==> src/pkg/ocs_pkg.sv <==
/*
 Package for the command interpreter of the common-level, nonvolatile-memory and
 test-mode command group. Assumes the serial front end delivers whole bytes with a
 command/parameter flag on the ref_clk domain.
*/
package ocs_pkg;
    // ==========================================================
    // Command codes
    localparam logic [7:0] CMD_MEASURE_SETUP   = 8'h80;
    localparam logic [7:0] CMD_LEVEL_READBACK  = 8'h81;
    localparam logic [7:0] CMD_DC_SETTING      = 8'h82;
    localparam logic [7:0] CMD_ENTER_PROGRAM   = 8'h90;
    localparam logic [7:0] CMD_PROGRAM_ACT     = 8'h91;
    localparam logic [7:0] CMD_NVM_READ        = 8'h92;
    localparam logic [7:0] CMD_FRAME_MEM_READ  = 8'h93;
    localparam logic [7:0] CMD_PROG_CONFIG     = 8'hA2;
    localparam logic [7:0] CMD_PROG_RESULT     = 8'hA3;
    localparam logic [7:0] CMD_HIGH_RAIL_COMP  = 8'hA8;
    localparam logic [7:0] CMD_GATE_STRENGTH   = 8'hC9;
    localparam logic [7:0] CMD_PUMP_SEL        = 8'hDB;
    localparam logic [7:0] CMD_PUMP_EN         = 8'hDC;
    localparam logic [7:0] CMD_PUMP_HIGH       = 8'hDD;
    localparam logic [7:0] CMD_PUMP_LOW        = 8'hDE;
    localparam logic [7:0] CMD_SOURCE_RAIL     = 8'hDF;
    localparam logic [7:0] CMD_TEMP_PATH       = 8'hE0;
    localparam logic [7:0] CMD_LOW_VOLT        = 8'hE4;
    localparam logic [7:0] CMD_FORCED_TEMP     = 8'hE6;
    localparam logic [7:0] CMD_BOOST_PWM       = 8'hEF;
    localparam logic [7:0] CMD_TEST            = 8'hFF;
    localparam logic [7:0] CMD_PANEL_SETTING   = 8'h00;
    localparam logic [7:0] CMD_DATA_TRANSMIT   = 8'h10;
    localparam logic [7:0] TEST_ENTER_CODE     = 8'hA5;
    localparam logic [7:0] TEST_EXIT_CODE      = 8'hE3;
    // ==========================================================
    // Reset values
    localparam logic [7:0]  RST_MEASURE        = 8'h00;
    localparam logic [7:0]  RST_DC             = 8'h00;
    localparam logic [7:0]  RST_PROG_CFG       = 8'h00;
    localparam logic [15:0] RST_PROG_ADDR      = 16'h0000;
    localparam logic [15:0] RST_PROG_SIZE      = 16'h15DF;
    localparam logic [7:0]  RST_HIGH_RAIL      = 8'h3F;
    localparam logic [7:0]  RST_GATE_STRENGTH  = 8'hF8;
    localparam logic [7:0]  RST_PUMP_SEL       = 8'h03;
    localparam logic [7:0]  RST_PUMP_EN        = 8'h03;
    localparam logic [7:0]  RST_PUMP_HIGH      = 8'h08;
    localparam logic [7:0]  RST_PUMP_LOW       = 8'h08;
    localparam logic [7:0]  RST_SOURCE_RAIL    = 8'h3F;
    localparam logic [7:0]  RST_TEMP_PATH      = 8'h00;
    localparam logic [7:0]  RST_LOW_VOLT       = 8'h03;
    localparam logic [7:0]  RST_FORCED_TEMP    = 8'h00;
    localparam logic [63:0] RST_BOOST_PWM      = 64'h0103030A04200620;
    // ==========================================================
    // Field positions
    localparam int POS_ALL_GATE      = 3;
    localparam int POS_SOURCE_LEVEL  = 2;
    localparam int POS_ANALOG_PATH   = 1;
    localparam int POS_MEASURE_EN    = 0;
    localparam int POS_SENSE_TIME    = 4;
    localparam int POS_DC_SOURCE     = 7;
    localparam int POS_PROG_VOLT     = 4;
    localparam int POS_MASTER_DIS    = 1;
    localparam int POS_SLAVE_DIS     = 0;
    localparam int POS_VERIFY_FAIL   = 1;
    localparam int POS_SET_INVALID   = 0;
    localparam int POS_FIXED_TEMP    = 1;
    localparam int POS_CASCADE_EN    = 0;
    localparam logic [6:0] LEVEL_CODE_MAX = 7'h50;
    localparam logic signed [7:0] TEMP_MIN = 8'hE7;
    localparam logic signed [7:0] TEMP_MAX = 8'h3C;
    // ==========================================================
    // Times
    localparam int CLK_MHZ          = 250;
    localparam int SENSE_STEP_S     = 5;
    localparam int CASCADE_SYNC_US  = 1000;
    localparam int CASCADE_SYNC_CYC = CASCADE_SYNC_US * CLK_MHZ;
    localparam longint SENSE_STEP_CYC = longint'(SENSE_STEP_S) * 1000000 * CLK_MHZ;
    localparam int PROG_CYC_PER_BYTE = 16;

    typedef enum logic [2:0] {
        OCS_IDLE    = 3'b000,
        OCS_PARAM   = 3'b001,
        OCS_READ    = 3'b010,
        OCS_PROGRAM = 3'b011,
        OCS_SYNC    = 3'b100
    } ocs_state_t;
endpackage

==> src/rtl/ocs_cmd.sv <==
/*
 Command interpreter for the common-level, nonvolatile-memory programming, readback,
 temperature path and test-mode commands. Assumes a serial front end that hands over
 bytes on ref_clk with a command/parameter flag and read strobes, and external memories
 that answer a read address in the same cycle.
*/
// How it works
// - Sense time field picks 5/10/15/20 s.
// - All-gate bit turns every gate on, only while enable is set.
// - Source-level bit picks 0 V or low rail.
// - Analog bit: readback value or external probe.
// - Measurement runs only while enable is set.
// - Readback returns 7-bit negative-step code, max 0x50.
// - DC top bit picks IP or written value.
// - DC low bits set level, default zero.
// - 90H enters program mode until hardware reset.
// - 91H starts programming, busy low until done.
// - 91H accepted only while not busy.
// - 92H reads dummy then nonvolatile bytes from zero.
// - 93H reads dummy then frame bytes from zero.
// - Config bit 4 picks programming voltage source.
// - Role-disable bits block four specific commands.
// - Config holds start address, size, high first.
// - Status reports verify fail and invalid setting.
// - Cascade enable drives clock out, else low.
// - Cascade enable syncs temperature about 1 ms.
// - Fixed-temp bit replaces sensor with forced byte.
// - Forced byte is two's complement, -25 to 60.
// - Low-voltage code picks 2.2 to 2.5 V.
// - FFH A5 enters test mode, E3 leaves.
module ocs_cmd #(
    parameter int ADDR_W         = 16,
    parameter int CASCADE_CYCLES = ocs_pkg::CASCADE_SYNC_CYC
) (
    input  wire logic                  ref_clk,
    input  wire logic                  nrst,
    input  wire logic                  byte_valid,
    input  wire logic                  byte_is_cmd,
    input  wire logic [7:0]            byte_data,
    input  wire logic                  read_req,
    output logic [7:0]                 read_data,
    output logic                       busy_n,
    input  wire logic                  role_select_pin,
    output logic                       cascade_clock_pin,
    input  wire logic [6:0]            measured_level,
    input  wire logic [7:0]            sensor_temp,
    output logic [ADDR_W-1:0]          nvm_addr,
    input  wire logic [7:0]            nvm_rdata,
    output logic [ADDR_W-1:0]          frame_addr,
    input  wire logic [7:0]            frame_rdata,
    input  wire logic                  prog_verify_fail_in,
    output logic                       program_mode,
    output logic                       prog_running,
    output logic                       prog_voltage_sel,
    output logic [15:0]                prog_start_addr,
    output logic [15:0]                prog_data_size,
    output logic                       auto_measure_en,
    output logic                       all_gate_on_sel,
    output logic                       source_level_sel,
    output logic                       analog_probe_sel,
    output logic [1:0]                 sense_time_sel,
    output logic [6:0]                 dc_level,
    output logic                       dc_level_source_sel,
    output logic [7:0]                 temperature_value,
    output logic [1:0]                 low_voltage_sel,
    output logic                       test_mode,
    output logic [7:0]                 high_rail_comp,
    output logic [7:0]                 gate_strength,
    output logic [7:0]                 pump_sel,
    output logic [7:0]                 pump_en,
    output logic [7:0]                 pump_high,
    output logic [7:0]                 pump_low,
    output logic [7:0]                 source_rail,
    output logic [63:0]                boost_pwm
);
    import ocs_pkg::*;

    if (ADDR_W < 16 || CASCADE_CYCLES < 1) begin : g_param_check
        $error("ocs_cmd: unsupported parameters");
    end

    // ==========================================================
    // Synchronised pins
    logic role_meta_reg, role_reg;
    always_ff @(posedge ref_clk or negedge nrst) begin
        if (!nrst) begin
            role_meta_reg <= 1'b0;
            role_reg      <= 1'b0;
        end else begin
            role_meta_reg <= role_select_pin;
            role_reg      <= role_meta_reg;
        end
    end

    // ==========================================================
    // Command decode
    ocs_state_t  state_reg;
    logic [7:0]  cmd_reg;
    logic [2:0]  pidx_reg;
    logic        dummy_reg;
    logic [7:0]  meas_reg, dc_reg, cfg_reg, temp_path_reg, lv_reg, ftemp_reg;
    logic [15:0] saddr_reg, dsize_reg, prog_cnt_reg;
    logic [7:0]  hr_reg, gs_reg, ps_reg, pe_reg, ph_reg, pl_reg, sr_reg;
    logic [63:0] pwm_reg;
    logic        test_reg, pgm_mode_reg, verify_fail_reg, invalid_reg;
    logic [31:0] sync_cnt_reg;
    logic [ADDR_W-1:0] rd_addr_reg;

    logic cmd_blocked;
    logic is_cmd, is_param;
    assign is_cmd   = byte_valid && byte_is_cmd;
    assign is_param = byte_valid && !byte_is_cmd;
    // Role high is master.
    assign cmd_blocked = ((role_reg && cfg_reg[POS_MASTER_DIS]) ||
                          (!role_reg && cfg_reg[POS_SLAVE_DIS])) &&
                         (byte_data == CMD_DATA_TRANSMIT || byte_data == CMD_ENTER_PROGRAM ||
                          byte_data == CMD_PROGRAM_ACT || byte_data == CMD_PANEL_SETTING);

    logic busy_now;
    assign busy_now = (state_reg == OCS_PROGRAM) || (state_reg == OCS_SYNC);
    assign busy_n   = !busy_now;

    // Programming is started from the activate command or refused as invalid.
    logic prog_start;
    logic prog_invalid;
    assign prog_start   = is_cmd && byte_data == CMD_PROGRAM_ACT && !busy_now && !cmd_blocked
                          && pgm_mode_reg && dsize_reg != 16'h0000;
    assign prog_invalid = is_cmd && byte_data == CMD_PROGRAM_ACT && !busy_now && !cmd_blocked
                          && (!pgm_mode_reg || dsize_reg == 16'h0000);

    always_ff @(posedge ref_clk or negedge nrst) begin
        if (!nrst) begin
            state_reg    <= OCS_IDLE;
            cmd_reg      <= 8'h00;
            pidx_reg     <= 3'h0;
            prog_cnt_reg <= 16'h0000;
            sync_cnt_reg <= 32'h0;
        end else begin
            case (state_reg)
                OCS_IDLE, OCS_PARAM, OCS_READ: begin
                    if (prog_start) begin
                        state_reg    <= OCS_PROGRAM;
                        prog_cnt_reg <= dsize_reg;
                        sync_cnt_reg <= 32'(PROG_CYC_PER_BYTE - 1);
                    end else if (is_cmd && !cmd_blocked) begin
                        cmd_reg  <= byte_data;
                        pidx_reg <= 3'h0;
                        state_reg <= (byte_data == CMD_NVM_READ || byte_data == CMD_FRAME_MEM_READ ||
                                      byte_data == CMD_LEVEL_READBACK || byte_data == CMD_PROG_RESULT)
                                     ? OCS_READ : OCS_PARAM;
                    end else if (is_cmd) begin
                        cmd_reg   <= 8'h00;
                        state_reg <= OCS_IDLE;
                    end else if (is_param && state_reg == OCS_PARAM) begin
                        pidx_reg <= pidx_reg + 3'h1;
                        if (cmd_reg == CMD_TEMP_PATH && pidx_reg == 3'h0 && byte_data[POS_CASCADE_EN]) begin
                            state_reg    <= OCS_SYNC;
                            sync_cnt_reg <= 32'(CASCADE_CYCLES - 1);
                        end
                    end
                end
                OCS_PROGRAM: begin
                    if (sync_cnt_reg != 32'h0) begin
                        sync_cnt_reg <= sync_cnt_reg - 32'h1;
                    end else if (prog_cnt_reg <= 16'h0001) begin
                        state_reg <= OCS_IDLE;
                    end else begin
                        prog_cnt_reg <= prog_cnt_reg - 16'h1;
                        sync_cnt_reg <= 32'(PROG_CYC_PER_BYTE - 1);
                    end
                end
                OCS_SYNC: begin
                    if (sync_cnt_reg == 32'h0)
                        state_reg <= OCS_IDLE;
                    else
                        sync_cnt_reg <= sync_cnt_reg - 32'h1;
                end
                default: state_reg <= OCS_IDLE;
            endcase
        end
    end

    // ==========================================================
    // Parameter registers
    logic wr;
    assign wr = is_param && state_reg == OCS_PARAM;
    always_ff @(posedge ref_clk or negedge nrst) begin
        if (!nrst) begin
            meas_reg      <= RST_MEASURE;
            dc_reg        <= RST_DC;
            cfg_reg       <= RST_PROG_CFG;
            saddr_reg     <= RST_PROG_ADDR;
            dsize_reg     <= RST_PROG_SIZE;
            temp_path_reg <= RST_TEMP_PATH;
            lv_reg        <= RST_LOW_VOLT;
            ftemp_reg     <= RST_FORCED_TEMP;
            hr_reg        <= RST_HIGH_RAIL;
            gs_reg        <= RST_GATE_STRENGTH;
            ps_reg        <= RST_PUMP_SEL;
            pe_reg        <= RST_PUMP_EN;
            ph_reg        <= RST_PUMP_HIGH;
            pl_reg        <= RST_PUMP_LOW;
            sr_reg        <= RST_SOURCE_RAIL;
            pwm_reg       <= RST_BOOST_PWM;
        end else if (wr) begin
            case (cmd_reg)
                CMD_MEASURE_SETUP:  if (pidx_reg == 3'h0) meas_reg <= byte_data;
                CMD_DC_SETTING:     if (pidx_reg == 3'h0) dc_reg <= byte_data;
                CMD_PROG_CONFIG: begin
                    case (pidx_reg)
                        3'h0:    cfg_reg <= byte_data;
                        3'h1:    saddr_reg[15:8] <= byte_data;
                        3'h2:    saddr_reg[7:0] <= byte_data;
                        3'h3:    dsize_reg[15:8] <= byte_data;
                        3'h4:    dsize_reg[7:0] <= byte_data;
                        default: cfg_reg <= cfg_reg;
                    endcase
                end
                CMD_TEMP_PATH:      if (pidx_reg == 3'h0) temp_path_reg <= byte_data;
                CMD_LOW_VOLT:       if (pidx_reg == 3'h0) lv_reg <= byte_data;
                CMD_FORCED_TEMP:    if (pidx_reg == 3'h0) ftemp_reg <= byte_data;
                CMD_HIGH_RAIL_COMP: if (pidx_reg == 3'h0) hr_reg <= byte_data;
                CMD_GATE_STRENGTH:  if (pidx_reg == 3'h0) gs_reg <= byte_data;
                CMD_PUMP_SEL:       if (pidx_reg == 3'h0) ps_reg <= byte_data;
                CMD_PUMP_EN:        if (pidx_reg == 3'h0) pe_reg <= byte_data;
                CMD_PUMP_HIGH:      if (pidx_reg == 3'h0) ph_reg <= byte_data;
                CMD_PUMP_LOW:       if (pidx_reg == 3'h0) pl_reg <= byte_data;
                CMD_SOURCE_RAIL:    if (pidx_reg == 3'h0) sr_reg <= byte_data;
                CMD_BOOST_PWM:      pwm_reg[63-8*pidx_reg -: 8] <= byte_data;
                default:            meas_reg <= meas_reg;
            endcase
        end
    end

    // ==========================================================
    // Mode flags; program mode is left only through reset.
    always_ff @(posedge ref_clk or negedge nrst) begin
        if (!nrst) begin
            test_reg     <= 1'b0;
            pgm_mode_reg <= 1'b0;
        end else begin
            if (is_cmd && byte_data == CMD_ENTER_PROGRAM && !cmd_blocked && !busy_now)
                pgm_mode_reg <= 1'b1;
            if (wr && cmd_reg == CMD_TEST && pidx_reg == 3'h0) begin
                if (byte_data == TEST_ENTER_CODE)
                    test_reg <= 1'b1;
                else if (byte_data == TEST_EXIT_CODE)
                    test_reg <= 1'b0;
            end
        end
    end

    // Status flags are cleared when an activation starts; invalid is set when one is refused.
    always_ff @(posedge ref_clk or negedge nrst) begin
        if (!nrst) begin
            verify_fail_reg <= 1'b0;
            invalid_reg     <= 1'b0;
        end else begin
            if (prog_start) begin
                verify_fail_reg <= 1'b0;
                invalid_reg     <= 1'b0;
            end else if (prog_invalid) begin
                invalid_reg <= 1'b1;
            end
            if (state_reg == OCS_PROGRAM && prog_verify_fail_in)
                verify_fail_reg <= 1'b1;
        end
    end

    // ==========================================================
    // Readback: for 92H and 93H the first byte after the command is a dummy.
    always_ff @(posedge ref_clk or negedge nrst) begin
        if (!nrst) begin
            dummy_reg   <= 1'b1;
            rd_addr_reg <= '0;
            read_data   <= 8'h00;
        end else if (is_cmd) begin
            dummy_reg   <= 1'b1;
            rd_addr_reg <= '0;
        end else if (read_req && state_reg == OCS_READ) begin
            dummy_reg <= 1'b0;
            case (cmd_reg)
                CMD_NVM_READ, CMD_FRAME_MEM_READ: begin
                    if (dummy_reg) begin
                        read_data <= 8'h00;
                    end else begin
                        read_data   <= (cmd_reg == CMD_NVM_READ) ? nvm_rdata : frame_rdata;
                        rd_addr_reg <= rd_addr_reg + 1'b1;
                    end
                end
                CMD_LEVEL_READBACK: read_data <= {1'b0, (measured_level > LEVEL_CODE_MAX) ?
                                                  LEVEL_CODE_MAX : measured_level};
                CMD_PROG_RESULT:    read_data <= {6'h00, verify_fail_reg, invalid_reg};
                default:            read_data <= 8'h00;
            endcase
        end
    end
    assign nvm_addr   = rd_addr_reg;
    assign frame_addr = rd_addr_reg;

    // ==========================================================
    // Cascade clock: divided ref_clk when enabled, low otherwise.
    logic ccl_reg;
    always_ff @(posedge ref_clk or negedge nrst) begin
        if (!nrst)
            ccl_reg <= 1'b0;
        else if (temp_path_reg[POS_CASCADE_EN])
            ccl_reg <= !ccl_reg;
        else
            ccl_reg <= 1'b0;
    end
    assign cascade_clock_pin = ccl_reg;

    // Forced value clamped to its valid span.
    logic signed [7:0] ft;
    assign ft = ftemp_reg;
    assign temperature_value = temp_path_reg[POS_FIXED_TEMP] ?
        ((ft < TEMP_MIN) ? TEMP_MIN : (ft > TEMP_MAX) ? TEMP_MAX : ftemp_reg) : sensor_temp;

    assign auto_measure_en     = meas_reg[POS_MEASURE_EN];
    assign all_gate_on_sel     = meas_reg[POS_ALL_GATE] && meas_reg[POS_MEASURE_EN];
    assign source_level_sel    = meas_reg[POS_SOURCE_LEVEL];
    assign analog_probe_sel    = meas_reg[POS_ANALOG_PATH];
    assign sense_time_sel      = meas_reg[POS_SENSE_TIME +: 2];
    assign dc_level            = dc_reg[6:0];
    assign dc_level_source_sel = dc_reg[POS_DC_SOURCE];
    assign prog_voltage_sel    = cfg_reg[POS_PROG_VOLT];
    assign prog_start_addr     = saddr_reg;
    assign prog_data_size      = dsize_reg;
    assign program_mode        = pgm_mode_reg;
    assign prog_running        = state_reg == OCS_PROGRAM;
    assign low_voltage_sel     = lv_reg[1:0];
    assign test_mode           = test_reg;
    assign high_rail_comp      = hr_reg;
    assign gate_strength       = gs_reg;
    assign pump_sel            = ps_reg;
    assign pump_en             = pe_reg;
    assign pump_high           = ph_reg;
    assign pump_low            = pl_reg;
    assign source_rail         = sr_reg;
    assign boost_pwm           = pwm_reg;

    // ==========================================================
    // Checks
    a_busy_on_start: assert property (@(posedge ref_clk) disable iff (!nrst)
        prog_start |=> !busy_n) else $error("busy not low after program start");
    a_refuse_busy: assert property (@(posedge ref_clk) disable iff (!nrst)
        !busy_n && is_cmd && byte_data == CMD_PROGRAM_ACT
        |=> $stable(invalid_reg) && prog_cnt_reg <= $past(prog_cnt_reg)) else $error("activate taken busy");
    a_pgm_sticky: assert property (@(posedge ref_clk) disable iff (!nrst)
        program_mode |=> program_mode) else $error("program mode left without reset");
    a_cascade_low: assert property (@(posedge ref_clk) disable iff (!nrst)
        !temp_path_reg[POS_CASCADE_EN] |=> !cascade_clock_pin) else $error("cascade pin not low");
    a_cascade_toggle: assert property (@(posedge ref_clk) disable iff (!nrst)
        temp_path_reg[POS_CASCADE_EN] && $past(temp_path_reg[POS_CASCADE_EN])
        |=> cascade_clock_pin != $past(cascade_clock_pin)) else $error("cascade clock stuck");
    a_level_range: assert property (@(posedge ref_clk) disable iff (!nrst)
        state_reg == OCS_READ && cmd_reg == CMD_LEVEL_READBACK && read_req && !is_cmd
        |=> read_data <= 8'h50) else $error("readback code out of range");
    a_dummy_first: assert property (@(posedge ref_clk) disable iff (!nrst)
        state_reg == OCS_READ && (cmd_reg == CMD_NVM_READ || cmd_reg == CMD_FRAME_MEM_READ)
        && read_req && !is_cmd && dummy_reg |=> read_data == 8'h00) else $error("dummy byte not zero");
    a_addr_step: assert property (@(posedge ref_clk) disable iff (!nrst)
        state_reg == OCS_READ && cmd_reg == CMD_NVM_READ && read_req && !is_cmd && !dummy_reg
        |=> nvm_addr == $past(nvm_addr) + 1'b1) else $error("read address not stepped");
    a_blocked_cmd: assert property (@(posedge ref_clk) disable iff (!nrst)
        busy_n && is_cmd && cmd_blocked
        |=> cmd_reg == 8'h00 && !$rose(program_mode)) else $error("blocked cmd taken");
    a_verify_flag: assert property (@(posedge ref_clk) disable iff (!nrst)
        prog_running && prog_verify_fail_in |=> verify_fail_reg) else $error("verify failure lost");
    a_test_enter: assert property (@(posedge ref_clk) disable iff (!nrst)
        wr && cmd_reg == CMD_TEST && pidx_reg == 3'h0 && byte_data == TEST_ENTER_CODE
        |=> test_mode) else $error("test mode not entered");
    a_fixed_temp: assert property (@(posedge ref_clk) disable iff (!nrst)
        !temp_path_reg[POS_FIXED_TEMP] |-> temperature_value == sensor_temp) else $error("sensor not used");
endmodule

==> config.mk <==
export PLATFORM = sky130hd
export DESIGN_NAME = ocs_cmd
export DESIGN_NICKNAME = d
export VERILOG_FILES = /design/src/pkg/ocs_pkg.sv /design/src/rtl/ocs_cmd.sv
export SDC_FILE = /design/constraint.sdc
export NUM_CORES = 1
export LEC_CHECK = 0
export BUFFER_PORTS_ARGS = -buffer_cell sky130_fd_sc_hd__buf_4
export CORE_UTILIZATION = 51
export DETAILED_ROUTE_END_ITERATION = 16
export GPL_ROUTABILITY_DRIVEN = 0
export PLACE_DENSITY = 0.76
export SLEW_MARGIN = 20
export SYNTH_ARGS = -nofsm -noshare
export SYNTH_HDL_FRONTEND = slang
export SYNTH_SLANG_ARGS = --single-unit
export TNS_END_PERCENT = 50
==> constraint.sdc <==
create_clock -name ref_clk -period 3.2 [get_ports ref_clk]
set_clock_uncertainty 0.1 [all_clocks]
set_input_delay 0 -clock ref_clk [delete_from_list [all_inputs] [get_ports ref_clk]]
set_output_delay 0 -clock ref_clk [all_outputs]
set_load 0.03 [all_outputs]
==> impl_metrics.ini, run 1 <==
[sta]
tightest_slew_ns = 1.18
clock.fmax_mhz = 321
layout_setup_ws_ns = 0.0890
finalCritPeriodShare_pct = 97.2
slew_headroom_pct = 20.8
finalMaxSlewViolations = 0
hold_viol = 0
rsz0062_at_grt = false
period_needed_ns = 3.11
setup_viol = 0
setup_tns_ns = 0

[die]
die_w_um = 161
core_mm2 = 0.0245
start_util_pct = 52.5
io_pins = 268
dieArea_mm2 = 0.0259
std_cell_rows = 57
die_h_um = 161

[logic_synthesis]
yosys.area.top_type = dfrtp_1
syn_nets = 1255
synth_flop_cell = dfrtp_1
ys_ff_latch = 275
synthDistinctLibCells = 87
synth_common_cells = dfrtp_1 (227), nand2_1 (170), mux2_2 (109)
yosysSeqAreaShare_pct = 53.9
yosys-top-cells-area = dfrtp_1 (44%), dfstp_2 (9.8%), mux2_2 (9.5%)
netlist_area_mm2 = 0.0129
synth_top_area_share_pct = 44.1
synth_edf_count = 0
syn_avg_cell_area_um2 = 10.7
netlist_instances = 1199
synthArstFlopShare_pct = 100
synth_most_common_cell = dfrtp_1
yosysWarnings = 0

[detailed_routing]
wl_per_cell_um = 20.4
ant_nets = 0
drtPass1Iterations = 5
vias = 10900
drc = 0
vias_per_cell = 5.91
initialDrtViolationCount = 864
wl_um = 37800

[worst_setup_path]
cp_cell_sequence = inv_1, nand2_1, buf_4, or3_1, o221a_2, dlygate4sd3_1, a221oi_1, o21ai_1
cp-start-kind = flip-flop
slowest_delay_ns = 0.56
critical_path_class = reg -> reg
worst_ep_arrival_time_ns = 3.42
endpoint_kind = flip-flop
required_ns = 3.51
crit_path_max_fanout = 12
crit_slowest_cell = dlygate4sd3_1

[cts]
cts_buffer_depth = 3
root_buffer = clkbuf_16
numCtsBuffers = 29
tritoncts = yes
path_clk_slew_ns = 0.06
clk_latency_ns = 0.55
clock-sinks = 275
h-tree-depth = 1

[cells_and_area]
antennaDiodeCount = 0
largest_reg_flops = 64
nets = 1556
fin_area_mm2 = 0.0167
drive_gt1_share_pct = 36.8
syn_to_final_growth_pct = 29.2

[run_status]
outcome = complete, no violations

[global_routing]
grt_pass1_vias = 10800
grt_max_degree = 118
grt_pass1_wl_um = 59200
antenna_found_initial = 0
gr-total-overflow = 0
grt_usage_pct = 28.9

[flow_run]
cap_violations = 0

[power]
total_power_mw = 8.53
power.leakage_nw = 7.75
ir_drop_mv = 0.432
powerDensity_mw_per_mm2 = 512

[placed_design]
port_buffers = 267
hpwl_um = 25000
pre_cts_slack_ns = 0.224
post_dp_cell_area_mm2 = 0.0152

[min_path]
hp-class = in -> reg
==> layout make-up <==
| class | count | area (µm²) |
|---|---|---|
| Sequential cell | 275 | 6940 |
| Timing Repair Buffer | 343 | 2750 |
| Clock buffer | 43 | 878 |
| Multi-Input combinational cell | 821 | 5450 |
| Fill cell | 1839 | 7880 |
| Tap cell | 324 | 405 |
| Clock inverter | 11 | 118 |
| Inverter | 30 | 113 |
==> repair_timing <==
item | CTS | global route
gates resized for setup | 0 | 1
setup endpoints to repair | 0 | 19
endpoints found under the hold margin | 268 | 0
hold buffers | 40 | 0
setup buffers | 0 | 5
==> cells by family (layout without fill, tap and decap cells) <==
group,count (synthesis),in the layout,synth area share (%)
adder cells (fa/ha/maj),10,10,0.971
flip-flops,275,275,53.9
buffers and inverters,103,427,3.90
AND/OR/NAND/NOR,402,402,15.5
XOR/XNOR,14,14,0.951
AO/OA/AOI/OAI,278,278,14.6
multiplexers,117,117,10.2
==> through the flow <==
step	hold slack, ns	util, %	std cells
2_1_floorplan	-0.396	-	1199
3_5_place_dp	0.0147	62.0	1748
3_3_place_gp	0.0119	62.0	1748
6_report	0.0323	67.9	1847
5_1_grt	0.0294	67.9	1847
4_1_cts	0.0181	67.7	1842
==> worst max-delay path: cells and delay by family, from the launching register on <==
kind / cells / cell delay, ns
buf+inv: 3 / 1.08
flops: 1 / 0.54
simple gates: 2 / 0.64
compound gates: 3 / 0.61
==> path summary, 6_finish.rpt <==
| path | cells after the start | startpoint | slack (ns) | endpoint |
|---|---|---|---|---|
| max reg2reg | 8 | cmd_reg[0]$_DFFE_PN0P_ | 0.09 | read_data[1]$_DFFE_PN0P_ |
| min reg2reg | 0 | role_meta_reg$_DFF_PN0_ | 0.27 | role_reg$_DFF_PN0_ |
| max | 8 | cmd_reg[0]$_DFFE_PN0P_ | 0.09 | read_data[1]$_DFFE_PN0P_ |
| min in group asynchronous | 2 | nrst | 0.05 | prog_data_size[13]$_DFFE_PN0P_ |
| min | 2 | role_select_pin | 0.03 | role_meta_reg$_DFF_PN0_ |
| max in group asynchronous | 3 | nrst | 2.05 | high_rail_comp[2]$_DFFE_PN1P_ |
==> per-layer routing <==
metal / up-vias / GRT usage (%) / routed length (µm)
li1: 4920 / - / -
met1: 5390 / 38.3 / 15500
met2: 525 / 46.0 / 17500
met3: 90 / 7.41 / 3540
met4: 0 / 10.3 / 1210
met5: - / 0 / 0
==> where the power goes <==
part	switching [mW]	total (mW)	internal (mW)
combinational	0.658	1.10	0.444
sequential	0.279	3.97	3.69
clock	1.40	3.46	2.06
==> cells in the final DEF (no fill, tap or decap), types with 15 or more instances in the layout <==
cell type	synthesis	routed
nor3_1	28	28
nand2_1	170	170
dfstp_2	48	48
a21oi_1	51	51
a22o_1	16	16
nor2_1	69	69
o22ai_1	15	15
clkbuf_16	0	29
o21ai_0	98	98
nand3_1	18	18
mux2_2	109	109
buf_4	19	297
dfrtp_1	227	227
nor4_1	20	20
dlygate4sd3_1	0	40
inv_1	29	29
nand4_1	15	15
(Power assumes the default switching activity.)
==> run 2: changes to the inputs <==
- PLACE_DENSITY: 0.76 -> 0.77
- SLEW_MARGIN: 20 -> 40
==> run 2 against run 1 <==
Against the previous run:
- first-iteration DRC count grew 7.1%
- die area is the same
- maximum frequency grew 1.7%
- via count shrank 0.47%
- sequential power is essentially flat
- global-route usage grew 0.068 points
- power grew 2.0%
- register-to-register slack gained 0.05 ns
- routed wire length is essentially flat
- critical path depth shrank 1
- highest routed layer unchanged
==> impl_metrics.ini, run 2 (synthesis results as in run 1) <==
[run_status]
outcome = complete, no violations

[placed_design]
hpwl_um = 24600
port_buffers = 267
pre_cts_slack_ns = 0.166

[cells_and_area]
final_util_pct = 67.7
nets = 1544
final_common_cell = buf_4
largest_reg_flops = 64
fill_cells = 1811
multiInputGateArea_mm2 = 0.00547
drive_gt1_share_pct = 36.7
final_cell_mix = buf_4 (288), dfrtp_1 (227), nand2_1 (170), mux2_2 (109), o21ai_0 (98)
antennaDiodeCount = 0
seq_area_mm2 = 0.00694
syn_to_final_growth_pct = 28.9

[detailed_routing]
drc = 0
vias_per_cell = 5.93
vias = 10900
ant_nets = 0
drtPass1Iterations = 5
wl_per_cell_um = 20.6
wl_um = 37800
initialDrtViolationCount = 925

[power]
power.leakage_nw = 7.70
total_power_mw = 8.70
ir_drop_mv = 0.463
powerDensity_mw_per_mm2 = 524

[global_routing]
gr-total-overflow = 0
antenna_found_initial = 0
grt_pass1_wl_um = 58900
grt_usage_pct = 29.0
grt_pass1_vias = 10600
grt_max_degree = 109

[cts]
tritoncts = yes
cts_buffer_depth = 3
h-tree-depth = 1
root_buffer = clkbuf_16
numCtsBuffers = 29
path_clk_slew_ns = 0.06
clk_latency_ns = 0.55
clock-sinks = 275
cts_setup_buffers = 0

[worst_setup_path]
cp-start-kind = flip-flop
required_ns = 3.58
crit_path_max_fanout = 8
r2r-end = read_data[1]$_DFFE_PN0P_
r2r_start = cmd_reg[3]$_DFFE_PN0P_
crit_end = read_data[1]$_DFFE_PN0P_
slowest_delay_ns = 0.64
rrSetupSlack_ns = 0.14
endpoint_kind = flip-flop
startpoint = cmd_reg[3]$_DFFE_PN0P_
worst_ep_arrival_time_ns = 3.44
r2r_cells = 7
critical_path_class = reg -> reg
crit_slowest_cell = or4b_4
cp_cell_sequence = or4b_4, or3_1, or2_2, nor2_2, a221oi_1, o21ai_1, dlygate4sd3_1

[sta]
setup_tns_ns = 0
clock.fmax_mhz = 327
setup_viol = 0
slew_headroom_pct = 50.4
hold_viol = 0
finalMaxSlewViolations = 0
tightest_slew_ns = 0.741
finalCritPeriodShare_pct = 95.6
rsz0062_at_grt = false
period_needed_ns = 3.06
layout_setup_ws_ns = 0.141
fin_hold_ws_ns = 0.0249

[die]
die_w_um = 161
die_h_um = 161
start_util_pct = 52.5
io_pins = 268
core_mm2 = 0.0245
dieArea_mm2 = 0.0259
std_cell_rows = 57

[min_path]
hp-class = in -> reg

[flow_run]
cap_violations = 0
## run 2: cell count changes in the layout (fill, tap and decap cells not counted), sizes merged
cell         previous run  this run
bufinv                  2         5
clkinv                  6         5
clkbuf                 43        38
buf                   303       293
clkinvlp                2         5
dlygate4sd3            40        38
## run 2: layout make-up
type / instances / share of cell area (%)
Inverter: 30 / 0.678
Multi-Input combinational cell: 821 / 32.9
Clock inverter: 16 / 1.36
Sequential cell: 275 / 41.8
Clock buffer: 38 / 4.87
Tap cell: 324 / 2.44
Timing Repair Buffer: 331 / 15.9
## run 2: through the flow
stage	std cells	area [µm²]
2_1_floorplan	1199	12900
3_3_place_gp	1742	15100
3_5_place_dp	1742	15200
4_1_cts	1835	16600
5_1_grt	1835	16600
6_report	1835	16600
## run 2: power breakdown
part           switching [mW]  internal, mW  leakage, nW  total (mW)
sequential              0.282          3.69         3.57        3.98
combinational           0.674         0.443         3.63        1.12
clock                    1.42          2.19        0.494        3.61
## run 2: worst min path at each step
stage	start	end	slack [ns]	depth (start not counted)
6_report	role_select_pin	role_meta_reg$_DFF_PN0_	0.02	2
5_1_grt	role_select_pin	role_meta_reg$_DFF_PN0_	0.03	2
4_1_cts	measured_level[4]	read_data[3]$_DFFE_PN0P_	0.003	6
3_5_place_dp	nrst	prog_data_size[13]$_DFFE_PN0P_	-0.09	1
3_3_place_gp	nrst	prog_data_size[11]$_DFFE_PN0P_	-0.11	1
2_1_floorplan	nrst	boost_pwm[0]$_DFFE_PN0P_	-0.40	0
## run 2: worst max-delay path, delay by kind of cell, from the launching register on
family          cells  cell delay [ns]
compound gates      2             0.23
buf+inv             1             0.56
flops               1             0.43
simple gates        4             1.67
## run 2: metal layers
layer	track usage, %	part of all wire, %	vias to the layer above
met2	46.9	47	518
met3	6.71	8.8	75
met5	0	0	-
met1	38.3	42	5375
li1	-	-	4906
met4	10.2	3.2	0
## run 2: timing repair
action | CTS | global route
endpoints found under the setup margin | 0 | 29
hold endpoints to repair | 403 | 0
gates resized for setup | 0 | 4
hold buffers | 39 | 0
